### src/biphase_audio_pkg.sv
// Constants shared by the biphase-mark audio transmitter.
package biphase_audio_pkg;

  localparam int unsigned CLK_HZ            = 100_000_000;
  localparam int unsigned SAMPLE_RATE_HZ    = 48_000;
  localparam int unsigned SLOTS_PER_SUB     = 32;
  localparam int unsigned UI_PER_SLOT       = 2;
  localparam int unsigned SUBS_PER_FRAME    = 2;
  localparam int unsigned UI_PER_FRAME      = SLOTS_PER_SUB * UI_PER_SLOT * SUBS_PER_FRAME;
  localparam int unsigned FRAMES_PER_BLOCK  = 192;
  localparam int unsigned AUDIO_MAX_W       = 24;

  localparam logic [4:0] AUDIO_LSB_SLOT     = 5'h04;
  localparam logic [4:0] AUDIO_MSB_SLOT     = 5'h1B;
  localparam logic [4:0] VALIDITY_SLOT      = 5'h1C;
  localparam logic [4:0] USER_SLOT          = 5'h1D;
  localparam logic [4:0] STATUS_SLOT        = 5'h1E;
  localparam logic [4:0] PARITY_SLOT        = 5'h1F;
  localparam logic [4:0] PREAMBLE_END_SLOT  = 5'h03;
  localparam logic [5:0] UI_LAST_IN_SUB     = 6'h3F;
  localparam logic [7:0] FRAME_LAST         = 8'hBF;

  // Preamble patterns, first unit interval in the MSB, for a previous level of 0.
  localparam logic [7:0] PRE_B              = 8'hE8;
  localparam logic [7:0] PRE_M              = 8'hE2;
  localparam logic [7:0] PRE_W              = 8'hE4;

  localparam logic [31:0] ACC_RESET         = 32'h0000_0000;
  localparam logic [7:0]  FRAME_RESET       = 8'h00;
  localparam logic [5:0]  UI_RESET          = 6'h00;

endpackage

### src/ui_tick_if.sv
// Unit interval tick carried from the rate generator to the encoder.
`timescale 1ns/1ps
`default_nettype none
interface ui_tick_if;
  logic tick;
  modport src (output tick);
  modport dst (input tick);
endinterface
`default_nettype wire
### src/biphase_audio_transmitter.sv
// Biphase-mark stereo audio transmitter: block, frame and subframe sequencing and line coding.
`timescale 1ns/1ps
`default_nettype none
module biphase_audio_transmitter
  import biphase_audio_pkg::*;
#(
  parameter int unsigned SAMPLE_W    = AUDIO_MAX_W,
  parameter int unsigned CLK_FREQ_HZ = CLK_HZ,
  parameter int unsigned SAMPLE_HZ   = SAMPLE_RATE_HZ
) (
  input  wire logic                i_clk,
  input  wire logic                i_rstn,
  input  wire logic [SAMPLE_W-1:0] i_left,
  input  wire logic [SAMPLE_W-1:0] i_right,
  input  wire logic                i_sample_valid,
  input  wire logic                i_user_a,
  input  wire logic                i_user_b,
  input  wire logic                i_status_a,
  input  wire logic                i_status_b,
  output logic                     o_sample_ready,
  output logic [7:0]               o_frame_index,
  output logic                     o_block_start,
  output logic                     o_digital_audio_serial_out
);

  ui_tick_if ui ();

  ui_tick_gen #(
    .CLK_FREQ_HZ (CLK_FREQ_HZ),
    .SAMPLE_HZ   (SAMPLE_HZ)
  ) u_ui_tick_gen (
    .i_clk  (i_clk),
    .i_rstn (i_rstn),
    .ui     (ui)
  );

  // Position of the unit interval about to be driven.
  logic [5:0]  ui_reg;
  logic        sub_b_reg;
  logic [7:0]  frame_reg;
  logic        level_reg;
  logic        pol_reg;
  logic        block_start_reg;

  // Sample and side bits held for the whole frame.
  logic [23:0] left_reg;
  logic [23:0] right_reg;
  logic        invalid_reg;
  logic        user_a_reg;
  logic        user_b_reg;
  logic        status_a_reg;
  logic        status_b_reg;

  logic [5:0]  ui_next;
  logic        sub_b_next;
  logic [7:0]  frame_next;
  logic        level_next;

  logic        frame_start;
  logic        sub_end;
  logic        block_end;
  logic [4:0]  slot;
  logic        second_half;
  logic        in_preamble;
  logic [7:0]  pre_pat;
  logic        pre_bit;
  logic        pol_now;
  logic [23:0] audio_left;
  logic [23:0] audio_right;
  logic [23:0] audio_word;
  logic        user_bit;
  logic        status_bit;
  logic        parity_bit;
  logic [31:0] sub_word;
  logic        data_bit;

  assign slot        = ui_reg[5:1];
  assign second_half = ui_reg[0];
  assign in_preamble = (slot <= PREAMBLE_END_SLOT);
  assign sub_end     = (ui_reg == UI_LAST_IN_SUB);
  assign block_end   = sub_end && sub_b_reg && (frame_reg == FRAME_LAST);
  assign frame_start = ui.tick && (ui_reg == UI_RESET) && !sub_b_reg;

  // The transmitter asks for the next stereo pair as each frame begins.
  assign o_sample_ready = frame_start;

  // Preamble choice by subframe and position in the block.
  assign pre_pat = sub_b_reg ? PRE_W :
                   (frame_reg == FRAME_RESET) ? PRE_B : PRE_M;

  // Patterns are stored for a previous level of 0 and inverted after a high end.
  assign pol_now = (ui_reg == UI_RESET) ? level_reg : pol_reg;
  assign pre_bit = pre_pat[3'd7 - ui_reg[2:0]] ^ pol_now;

  // Short words are left aligned so their MSB still lands in the last audio slot.
  assign audio_left  = 24'(left_reg);
  assign audio_right = 24'(right_reg);
  assign audio_word  = sub_b_reg ? audio_right : audio_left;
  assign user_bit    = sub_b_reg ? user_b_reg : user_a_reg;
  assign status_bit  = sub_b_reg ? status_b_reg : status_a_reg;

  // Even parity over slots 4 to 31 keeps every subframe ending at the same polarity.
  assign parity_bit  = ^{status_bit, user_bit, invalid_reg, audio_word};

  // Bit n of the word is slot n; audio LSB sits in the first audio slot.
  assign sub_word = {parity_bit, status_bit, user_bit, invalid_reg,
                     audio_word, 4'h0};
  assign data_bit = sub_word[slot];

  // Line level for the unit interval about to be driven.
  assign level_next = in_preamble ? pre_bit :
                      !second_half ? !level_reg :
                      (data_bit ? !level_reg : level_reg);

  assign ui_next    = ui_reg + 6'h01;
  assign sub_b_next = sub_end ? !sub_b_reg : sub_b_reg;
  assign frame_next = block_end ? FRAME_RESET :
                      (sub_end && sub_b_reg) ? (frame_reg + 8'h01) : frame_reg;

  // Position counters advance once per unit interval.
  always_ff @(posedge i_clk) begin
    if (!i_rstn) begin
      ui_reg    <= UI_RESET;
      sub_b_reg <= 1'b0;
      frame_reg <= FRAME_RESET;
    end else if (ui.tick) begin
      ui_reg    <= ui_next;
      sub_b_reg <= sub_b_next;
      frame_reg <= frame_next;
    end
  end

  // Line driver and preamble polarity.
  always_ff @(posedge i_clk) begin
    if (!i_rstn) begin
      level_reg <= 1'b0;
      pol_reg   <= 1'b0;
    end else if (ui.tick) begin
      level_reg <= level_next;
      pol_reg   <= pol_now;
    end
  end

  // Frame data capture; a missing sample repeats the last one flagged unreliable.
  always_ff @(posedge i_clk) begin
    if (!i_rstn) begin
      left_reg     <= 24'h00_0000;
      right_reg    <= 24'h00_0000;
      invalid_reg  <= 1'b1;
      user_a_reg   <= 1'b0;
      user_b_reg   <= 1'b0;
      status_a_reg <= 1'b0;
      status_b_reg <= 1'b0;
    end else if (frame_start) begin
      if (i_sample_valid) begin
        left_reg  <= 24'(i_left)  << (AUDIO_MAX_W - SAMPLE_W);
        right_reg <= 24'(i_right) << (AUDIO_MAX_W - SAMPLE_W);
      end
      invalid_reg  <= !i_sample_valid;
      user_a_reg   <= i_user_a;
      user_b_reg   <= i_user_b;
      status_a_reg <= i_status_a;
      status_b_reg <= i_status_b;
    end
  end

  // One-cycle marker on the clock after the first frame of a block begins.
  always_ff @(posedge i_clk) begin
    if (!i_rstn) begin
      block_start_reg <= 1'b0;
    end else begin
      block_start_reg <= frame_start && (frame_reg == FRAME_RESET);
    end
  end

  assign o_frame_index              = frame_reg;
  assign o_block_start              = block_start_reg;
  assign o_digital_audio_serial_out = level_reg;

endmodule
`default_nettype wire

### src/ui_tick_gen.sv
// Fractional divider giving one enable pulse per unit interval.
`timescale 1ns/1ps
`default_nettype none
module ui_tick_gen
  import biphase_audio_pkg::*;
#(
  parameter int unsigned CLK_FREQ_HZ = CLK_HZ,
  parameter int unsigned SAMPLE_HZ   = SAMPLE_RATE_HZ
) (
  input  wire logic i_clk,
  input  wire logic i_rstn,
  ui_tick_if.src    ui
);

  // The unit interval rate depends on nothing but the sample rate.
  localparam logic [31:0] UI_HZ  = 32'(SAMPLE_HZ * UI_PER_FRAME);
  localparam logic [31:0] CLK_W  = 32'(CLK_FREQ_HZ);

  logic [31:0] acc_reg;
  logic [31:0] acc_next;
  logic [31:0] acc_sum;
  logic        wrap;

  assign acc_sum  = acc_reg + UI_HZ;
  assign wrap     = (acc_sum >= CLK_W);
  assign acc_next = wrap ? (acc_sum - CLK_W) : acc_sum;

  always_ff @(posedge i_clk) begin
    if (!i_rstn) begin
      acc_reg <= ACC_RESET;
      ui.tick <= 1'b0;
    end else begin
      acc_reg <= acc_next;
      ui.tick <= wrap;
    end
  end

endmodule
`default_nettype wire

### config.mk
export PLATFORM = sky130hd
export DESIGN_NAME = biphase_audio_transmitter
export DESIGN_NICKNAME = d
export VERILOG_FILES = /design/src/biphase_audio_pkg.sv /design/src/ui_tick_if.sv /design/src/biphase_audio_transmitter.sv /design/src/ui_tick_gen.sv
export SDC_FILE = /design/constraint.sdc
export NUM_CORES = 1
export LEC_CHECK = 0
export ABC_AREA = 1
export CELL_PAD_IN_SITES_DETAIL_PLACEMENT = 0
export CELL_PAD_IN_SITES_GLOBAL_PLACEMENT = 1
export CORE_MARGIN = 8
export CORE_UTILIZATION = 35
export CTS_BUF_LIST = sky130_fd_sc_hd__clkbuf_4 sky130_fd_sc_hd__clkbuf_8 sky130_fd_sc_hd__clkbuf_16
export DETAILED_ROUTE_END_ITERATION = 8
export DONT_BUFFER_PORTS = 1
export PLACE_DENSITY_LB_ADDON = 0.1
export SYNTH_ARGS = -nofsm -noshare
export SYNTH_HDL_FRONTEND = slang
export SYNTH_HIERARCHICAL = 1
export SYNTH_SLANG_ARGS = --single-unit
### constraint.sdc
create_clock -name i_clk -period 2.9 [get_ports i_clk]
set_clock_uncertainty 0.2 [all_clocks]
set_input_delay 0 -clock i_clk [delete_from_list [all_inputs] [get_ports i_clk]]
set_output_delay 0 -clock i_clk [all_outputs]
set_load 0.1 [all_outputs]
* Yosys cells after proc, flatten, opt, wreduce, memory -nomap -nowiden
Cells that the tools add are included.
** Word-level totals
- Register bits :: 104
- Latch bits :: 0
- Bits in writable memories :: 0
- Memory bits (read-only) :: 0
- Input port bits :: 55
- Output and inout port bits :: 11
- Memories kept :: 0
** Cells by class
- Add/sub/neg operators :: 5
- Multipliers :: 0
- Div/mod/pow operators :: 0
- Order comparisons :: 4
- Equal/unequal tests :: 3
- Shift-type cells :: 0
- Mux-type cells :: 16
- Bitwise operators :: 1
- Reductions and logical operators :: 16
** Operators with widths (count)
- 32-bit by 23-bit adder with 32-bit output (second input constant) :: 1
- 32-bit by 27-bit >= comparator with 1-bit output (second input constant) :: 1
- 32-bit two-way mux :: 1
- 32-bit by 27-bit subtractor with 32-bit output (second input constant) :: 1
- 27-bit parity :: 1
- 24-bit two-way mux :: 1
- 8-bit two-way mux :: 2
- 8-bit by 1-bit adder with 8-bit output (second input constant) :: 1
- 8-bit equality test (second input constant) :: 1
- 8-bit logical NOT :: 1
- 1-bit two-way mux :: 8
- 4-bit two-way mux :: 2
- 2-bit AND reduction :: 4
- 6-bit by 1-bit adder with 6-bit output (second input constant) :: 1
- 6-bit equality test (second input constant) :: 1
- 6-bit logical NOT :: 1
- 5-bit by 6-bit less-than comparator with 1-bit output (second input constant) :: 1
- 1-bit binary-select mux with 5-bit select :: 1
- 5-bit by 2-bit less-or-equal comparator with 1-bit output (second input constant) :: 1
- 1-bit logical AND :: 5
- 3-bit by 4-bit less-than comparator with 1-bit output (second input constant) :: 1
- 1-bit binary-select mux with 3-bit select :: 1
- 1-bit logical NOT :: 3
- 3-bit by 1-bit inequality test with 1-bit output (second input constant) :: 1
- 3 further kinds :: 3

* Depth between registers and ports, before layout
Gate-level depths: netlist of the first run.
- Depth in word-level cells :: 7
- Mapped depth :: 24
- Depth with buffers taken out :: 22

* Cells and area by module
The synthesis of the first run kept the hierarchy.
** By module, submodules not included
- biphase_audio_transmitter :: times used 1, cells each 672, area an instance 4091.4 um^2, seq. area each 1421.4 um^2
- ui_tick_gen :: times used 1, cells each 355, area an instance 2167.1 um^2, seq. area each 500.5 um^2

* Least setup slack after synthesis of the first run
No wires, ideal clock.
- Path type :: register -> register
- Start :: register ui_reg[1]
- End :: register left_reg[22] (netlist: audio_left[22])
- Library setup time :: 119 ps
- Arrival time :: 2265 ps
- Data required time :: 2581 ps
- Setup slack :: 316 ps
- Cell stages (with the launch flop) :: 13
- Path buffers :: 3
- Period minus slack after synthesis :: 2584 ps
- Cell sequence :: dfxtp_1 > clkbuf_1 > inv_1 > ha_1 > nand3_1 > nor2_1 > nand2_1 > inv_2 > nand2_1 > buf_2 > buf_2 > o21ai_0 > a21oi_1
** On the way
- Cells in the longest elaborated chain, start to end :: 4
** RTL lines
- start, declared :: RTL line biphase_audio_transmitter.sv:38 : logic [5:0] ui_reg;
- start signal, assigned :: RTL line biphase_audio_transmitter.sv:127 : ui_reg <= ui_next;
- 6-bit logical NOT :: RTL line biphase_audio_transmitter.sv:82 : assign frame_start = ui.tick && (ui_reg == UI_RESET) && !sub_b_reg;
- 1-bit logical AND (2 in a row) :: RTL line biphase_audio_transmitter.sv:82
- named net o_sample_ready :: RTL line biphase_audio_transmitter.sv:20 : output logic o_sample_ready,
- 2-bit AND reduction (no line)
- end signal, assigned :: RTL line biphase_audio_transmitter.sv:156 : left_reg <= 24'(i_left) << (AUDIO_MAX_W - SAMPLE_W);
- end, declared :: RTL line biphase_audio_transmitter.sv:46 : logic [23:0] left_reg;
The timed path passes the listed nets, and every way through them passes these cells.
A chain may end at the register's enable or synchronous reset.

* Worst setup path in the final report of the first run
- Start :: register ui_reg[1]
- End :: register right_reg[9] (netlist: audio_right[9])
** On the way
- Cells in the longest elaborated chain, start to end :: 4
** RTL lines
- 6-bit logical NOT :: RTL line biphase_audio_transmitter.sv:82
- 1-bit logical AND (2 in a row) :: RTL line biphase_audio_transmitter.sv:82
- 2-bit AND reduction (no line)
- end signal, assigned :: RTL line biphase_audio_transmitter.sv:157 : right_reg <= 24'(i_right) << (AUDIO_MAX_W - SAMPLE_W);
- end, declared :: RTL line biphase_audio_transmitter.sv:47 : logic [23:0] right_reg;
Every way passes these cells.

==> results of run 1 <==
==> metal layers <==
layer | vias up | track usage, % | part of all wire [%]
met4 | 0 | 5.15 | 1.7
met2 | 85 | 28.9 | 49
li1 | 3420 | - | -
met1 | 2832 | 19.6 | 46
met3 | 21 | 2.99 | 3.5
met5 | - | 0 | 0
==> critical path, stage by stage (launching register included) <==
cell and delay [ps]:
sky130_fd_sc_hd__dfxtp_1 310, sky130_fd_sc_hd__buf_4 200, sky130_fd_sc_hd__inv_1 90, sky130_fd_sc_hd__ha_1 140, sky130_fd_sc_hd__nand3_1 120, sky130_fd_sc_hd__nor2_2 160, sky130_fd_sc_hd__nand2_2 120, sky130_fd_sc_hd__inv_2 90
sky130_fd_sc_hd__nand2_2 120, sky130_fd_sc_hd__buf_16 210, sky130_fd_sc_hd__o21ai_0 170, sky130_fd_sc_hd__a21oi_1 50, sky130_fd_sc_hd__dlygate4sd3_1 550
==> timing repair <==
item / in CTS / in global routing
hold buffers: 67 / 0
gates resized for setup: 0 / 5
endpoints found under the hold margin: 76 / 0
endpoints found under the setup margin: 0 / 13
==> synthesized netlist by cell type, drive strengths merged, types with 3 or more instances <==
cell	instances	share of area, %
a211oi	3	0.36
xor2	12	1.7
nand3	50	4.2
clkbuf	12	0.72
nand3b	3	0.36
nor4	4	0.40
o211ai	4	0.48
xnor2	3	0.42
buf	26	3.1
ha	7	1.4
nor2	65	4.9
nand4	25	2.5
dfxtp	96	31
nor3	15	1.3
nand2	388	25
a21oi	90	7.2
o21ai	88	7.0
inv	126	7.6
==> path summary, 6_finish.rpt <==
check / start / to / slack (ps) / cells after the start
max: ui_reg[1]$_SDFFE_PN0P_ / audio_right[9]$_SDFFE_PN0P_ / 220 / 12
min: i_sample_valid / audio_right[21]$_SDFFE_PN0P_ / 150 / 3
max reg2reg: ui_reg[1]$_SDFFE_PN0P_ / audio_right[9]$_SDFFE_PN0P_ / 220 / 12
min reg2reg: audio_left[22]$_SDFFE_PN0P_ / audio_left[22]$_SDFFE_PN0P_ / 260 / 2
==> final cells by class <==
class	count	area [um2]	area share [%]
clock inverters	5	58.8	0.782
multi-input cells	765	3620	48.1
repair buffers	91	911	12.1
well taps	229	287	3.81
diodes	2	5.00	0.0665
clock buffers	10	233	3.09
flip-flops and latches	96	1920	25.6
inverters	128	483	6.42
==> power by group <==
part / switching (mW) / internal (mW) / leakage [nW]
Sequential: 0.286 / 1.67 / 0.787
Clock: 0.538 / 0.674 / 0.138
Combinational: 2.41 / 1.38 / 2.38
Total: 3.24 / 3.72 / 3.31
==> logic make-up after synthesis <==
| kind of cell | Yosys count |
|---|---|
| xor+xnor | 15 |
| flops | 96 |
| buf+inv | 166 |
| fa+ha+maj | 7 |
| simple gates | 551 |
| compound gates | 192 |
==> layout by cell type (no fill, tap or decap), types with 4 or more instances in the layout <==
cell type,Yosys,routed
sky130_fd_sc_hd__dlygate4sd3_1,0,66
sky130_fd_sc_hd__inv_2,11,11
sky130_fd_sc_hd__o21ai_1,21,22
sky130_fd_sc_hd__a21oi_1,90,90
sky130_fd_sc_hd__nor3_1,14,14
sky130_fd_sc_hd__nor2_2,3,4
sky130_fd_sc_hd__o21ai_0,67,66
sky130_fd_sc_hd__ha_1,7,7
sky130_fd_sc_hd__dfxtp_1,96,94
sky130_fd_sc_hd__clkbuf_16,0,10
sky130_fd_sc_hd__o211ai_1,4,4
sky130_fd_sc_hd__nand2_2,22,24
sky130_fd_sc_hd__buf_4,6,21
sky130_fd_sc_hd__nand2_1,363,361
sky130_fd_sc_hd__nand3_1,49,49
sky130_fd_sc_hd__nor4_1,4,4
sky130_fd_sc_hd__inv_1,114,114
sky130_fd_sc_hd__nand4_1,25,25
sky130_fd_sc_hd__xor2_1,12,12
sky130_fd_sc_hd__nor2_1,57,56
==> metrics by stage <==
stage	instance area, um2	setup WS [ps]	power, mW
after detailed placement	6510	410	5.65
after global routing	7520	46.6	7.66
after CTS	7480	95.6	7.01
final	7520	219	6.96
after floorplan	6260	316	4.86
after global placement	6510	448	5.68
==> summary.md, run 1 <==
| Metric | Value |
|---|---|
| Die span in x | approximately 150 um |
| Final Hold Violating Endpoints | 0 |
| Total of warnings raised by yosys | 6 |
| Total iterations of the first detailed-routing run | 5 |
| Post-synthesis area per instance | 6.09 um2 |
| I/O pin count | 66 |
| Data arrival time of the critical path | around 2700 ps |
| Post-synthesis simple-gate area fraction | a little under two fifths |
| Final Cycle Share | roughly 92% |
| Slew Limit Headroom | between 30% and 40% |
| RePlAce Congestion | 0.804 |
| Startpoint type of the worst setup path | flip-flop |
| CTS tree | yes |
| Number of clock buffers inserted by TritonCTS | 9 |
| Per-cell via count in the routed design | around 4.8 |
| EDFF count, synth | 0 |
| Syn Nets | about 1,100 |
| Drt wl/cell | 13.6 um |
| Final-stage net count | 1,153 |
| Height of the chip | between 100 and 150 um |
| Root buffer selected by CTS | sky130_fd_sc_hd__clkbuf_16 |
| Clk pin slew, worst setup/hold paths | 70 ps |
| Main combinational cell family by area after synthesis | simple AND/OR/NAND/NOR gates |
| Achievable clock frequency | 0.373 GHz |
| Number of standard cells in the layout, taps in and fillers out | around 1,300 |
| Maximum Capacitance Violations | 0 |
| Area of the die | 0.0224 mm2 |
| Share of layout cells above drive strength 1 | approximately 8.4% |
| Overflow after GRT | 0 |
| Count of standard-cell rows | slightly below 50 |
| Setup-failing EPs final | 0 |
| Hold/Removal Path Class | in2reg |
| GR Util All Layers | between 15 and 20% |
| Placeable Area | 0.0178 mm2 |
| Post-detailed-routing wire length | roughly 18,000 um |
| Final core utilization | around 42% |
| Global-route wire length before repair | 29,900 um |
| Worst hold slack | 147 ps |
| Placed instance count | 1,241 |
| Transition time at the pin with the least slew margin | between 900 and 1000 ps |
| Setup_tns | 0 ps |
| Part of the Yosys area used for sequential elements | between 30% and 40% |
| Layout overhead on the synthesized area | 20.2% |
| Parity-gate share of the synthesized area counting xor and xnor cells | 2.10% |
| Compound-Gate Fraction of Synth Area | 16.0% |
| Synthesized instance count | approximately 1,000 |
| Power density normalized to cell area | between 900 and 1000 mW/mm2 |
| RSZ-0062 raised after global routing | false |
| Max-slew violation count | 0 |
| Flip-flop cell with the highest count after synthesis | sky130_fd_sc_hd__dfxtp_1 |
| Mux contribution to synthesized area | 0% |
| Number of fill cells in the layout | 1,981 |
| Maximum net fanout on the critical path | 47 |
| Required @ worst endpoint | between 2000 and 3000 ps |
| Static leakage | roughly 3.3 nW |
| Result of the run | finished clean |
| Synth async-reset ratio | 0% |
| Worst setup EP type | flip-flop |
| Antenna Nets Post-Route | 0 |
| Setup bufs post-CTS | 0 |
| Half-perimeter wire length of the detailed placement result | around 13,000 um |
| Via count of the first global-routing pass | ~6,000 |
| Yosys reg bits | 96 |
| Number of buffers on the longest clock path | 2 |
| Crit Path Class | reg2reg |
| Input/output buffers | 0 |
| Total vias in the final route | ~6,400 |
| Clock sink count | 96 |
| Netlist area before placement | ~0.0063 mm2 |
| Post-synthesis adder-cell area fraction | 1.40% |
| Iteration-0 DRC Markers | approximately 300 |
| Initial antenna violation count | 1 |
| Insertion delay of the later-clocked pin in the worst-skew pair | between 300 and 400 ps |
| Largest vdd supply drop | 548 uV |
| Starting density of the core | about a third |
| Yosys cell types | 38 |
| CTS H-Tree Depth | 3 |
| Pin count of the biggest net entering global routing | between 90 and 100 |
| Number of remaining DRC errors | 0 |
| Clock period minus worst slack | between 2000 and 3000 ps |
(Power assumes the default switching activity.)
==> inputs of run 2 (changes only) <==
Settings changed: CORE_ASPECT_RATIO from default to 0.6.
==> summary.md, run 2 (synthesized netlist as in run 1, its figures left out) <==
| Metric | Value |
|---|---|
| Hold/Removal Path Class | in2reg |
| Power density normalized to cell area | 949 mW/mm2 (+2.5%) |
| Iteration-0 DRC Markers | 428 (+45%) |
| Placeable Area | 0.0178 mm2 (about the same) |
| Count of standard-cell rows | 38 (-22%) |
| Input/output buffers | 0 (unchanged) |
| Post-detailed-routing wire length | 19,000 um (+5.0%) |
| Layout overhead on the synthesized area | 21.7% |
| Max-slew violation count | 0 (unchanged) |
| Initial antenna violation count | 1 (unchanged) |
| Startpoint type of the worst setup path | flip-flop |
| Clock period minus worst slack | 2660 ps (-23.2 ps) |
| Setup Slack @ Placement | 397 ps (-12.4 ps) |
| I/O pin count | 66 (unchanged) |
| Overflow after GRT | 0 (unchanged) |
| Final Cycle Share | 91.6% (-0.80 points) |
| Half-perimeter wire length of the detailed placement result | 14,000 um (+9.3%) |
| Setup-failing EPs final | 0 (unchanged) |
| Most frequent standard cell in the layout excluding fill and tap cells | sky130_fd_sc_hd__nand2_1 |
| Starting density of the core | 35.2% (about the same) |
| CTS H-Tree Depth | 3 (unchanged) |
| RSZ-0062 raised after global routing | false |
| Transition time at the pin with the least slew margin | 944 ps (-0.156 ps) |
| Area of the die | 0.0226 mm2 (+0.63%) |
| CTS tree | yes |
| RePlAce Congestion | 0.812 (+1.1%) |
| Worst setup EP type | flip-flop |
| Post-route cell area | 0.00762 mm2 (+1.3%) |
| Die span in x | 189 um (+26%) |
| GR Util All Layers | 16.9% (+0.56 points) |
| Largest vdd supply drop | 346 uV (-37%) |
| Insertion delay of the later-clocked pin in the worst-skew pair | 350 ps (about the same) |
| Data arrival time of the critical path | 2700 ps (-20 ps) |
| Global-route wire length before repair | 31,000 um (+3.9%) |
| Drt wl/cell | 14.1 um (+3.7%) |
| Clock sink count | 96 (unchanged) |
| Most frequent cells in the layout | 361 x sky130_fd_sc_hd__nand2_1, 114 x sky130_fd_sc_hd__inv_1, 95 x sky130_fd_sc_hd__dfxtp_1, 90 x sky130_fd_sc_hd__a21oi_1, 67 x sky130_fd_sc_hd__o21ai_0 |
| Height of the chip | 120 um (-20%) |
| Via count of the first global-routing pass | 5,725 (-6.2%) |
| Number of remaining DRC errors | 0 (unchanged) |
| Crit Path Class | reg2reg |
| Pin count of the biggest net entering global routing | 61 (-35%) |
| Worst-case setup margin in the final layout | 242 ps (+23.2 ps) |
| Result of the run | finished clean |
| Static leakage | 3.38 nW (+2.1%) |
| Maximum net fanout on the critical path | 32 (-32%) |
| Share of layout cells above drive strength 1 | 9.07% (+0.66 points) |
| Required @ worst endpoint | 2940 ps (about the same) |
| Placed instance area | 0.00657 mm2 (+0.98%) |
| Antenna Nets Post-Route | 0 (unchanged) |
| Number of clock buffers inserted by TritonCTS | 9 (unchanged) |
| Clk pin slew, worst setup/hold paths | 70 ps (about the same) |
| Setup_tns | 0 ps (unchanged) |
| Achievable clock frequency | 0.376 GHz (+0.87%) |
| Number of buffers on the longest clock path | 2 (unchanged) |
| Root buffer selected by CTS | sky130_fd_sc_hd__clkbuf_16 |
| Per-cell via count in the routed design | 4.76 (-0.78%) |
| Diode count | 0 (-2) |
| Total iterations of the first detailed-routing run | 5 (unchanged) |
| Total vias in the final route | 6,389 (+0.49%) |
| Maximum Capacitance Violations | 0 (unchanged) |
| Slew Limit Headroom | 37.0% (about the same) |
| Final-stage net count | 1,160 (+0.61%) |
| Final Hold Violating Endpoints | 0 (unchanged) |
| Total power | 7.23 mW (+3.8%) |
-- run 2: cell types whose count changed in the layout (fill, tap and decap cells not counted), sizes merged --
cell,before,now
buf,24,33
clkbuf,11,10
bufinv,1,3
clkinvlp,2,0
dlygate4sd3,66,65
inv,126,127
diode,2,0
-- run 2: cell type report --
cell class	count	area, um2
Clock buffer	10	233
Clock inverter	6	116
Fill cell	1894	10200
Inverter	128	483
Multi-Input combinational cell	765	3630
Sequential cell	96	1920
Tap cell	240	300
Timing Repair Buffer	98	936
-- run 2: final timing paths --
path                                                to                        start  slack [ps]  cells after the start
setup / recovery            audio_left[4]$_SDFFE_PN0P_       ui_reg[3]$_SDFFE_PN0P_         240                     12
setup reg to reg            audio_left[4]$_SDFFE_PN0P_       ui_reg[3]$_SDFFE_PN0P_         240                     12
hold / removal    u_ui_tick_gen/acc_reg[28]$_SDFF_PN0_                       i_rstn          20                      2
hold reg to reg            audio_left[23]$_SDFFE_PN0P_  audio_left[23]$_SDFFE_PN0P_         250                      2
-- run 2: report_power, final --
group,internal [mW],total (mW),switching (mW)
combinational,1.36,3.84,2.48
clock,0.860,1.42,0.560
sequential,1.67,1.97,0.296
total,3.89,7.23,3.34
-- run 2: worst max-delay path: stages (launching register included) --
cell                            delay [ps]
sky130_fd_sc_hd__dfxtp_1               400
sky130_fd_sc_hd__inv_2                 130
sky130_fd_sc_hd__nand2_1                70
sky130_fd_sc_hd__inv_2                  60
sky130_fd_sc_hd__nand3_1               110
sky130_fd_sc_hd__nor2_2                160
sky130_fd_sc_hd__nand2_2               140
sky130_fd_sc_hd__inv_2                 120
sky130_fd_sc_hd__nand2_4               130
sky130_fd_sc_hd__buf_12                210
sky130_fd_sc_hd__o21ai_0               180
sky130_fd_sc_hd__a21oi_1                60
sky130_fd_sc_hd__dlygate4sd3_1         560
-- run 2: timing repair --
item	in CTS	in global routing
resized for setup	0	2
setup endpoints to repair	0	10
hold buffers	66	0
endpoints found under the hold margin	70	0
buffers inserted	0	3
-- run 2: metal layers --
metal  routed length [um]  track usage, %
met2                 6620            21.4
met3                  970            3.88
met5                    0               0
met4                  154            2.92
met1                11200            27.6
-- run 2: stage by stage --
step,cells,util (%),hold WS [ps]
final,1343,42.8,20.0
after global routing,1343,42.8,72.9
after CTS,1340,42.7,8.28
after detailed placement,1258,36.9,-100
after global placement,1258,36.9,-114
after floorplan,1027,-,-64.3
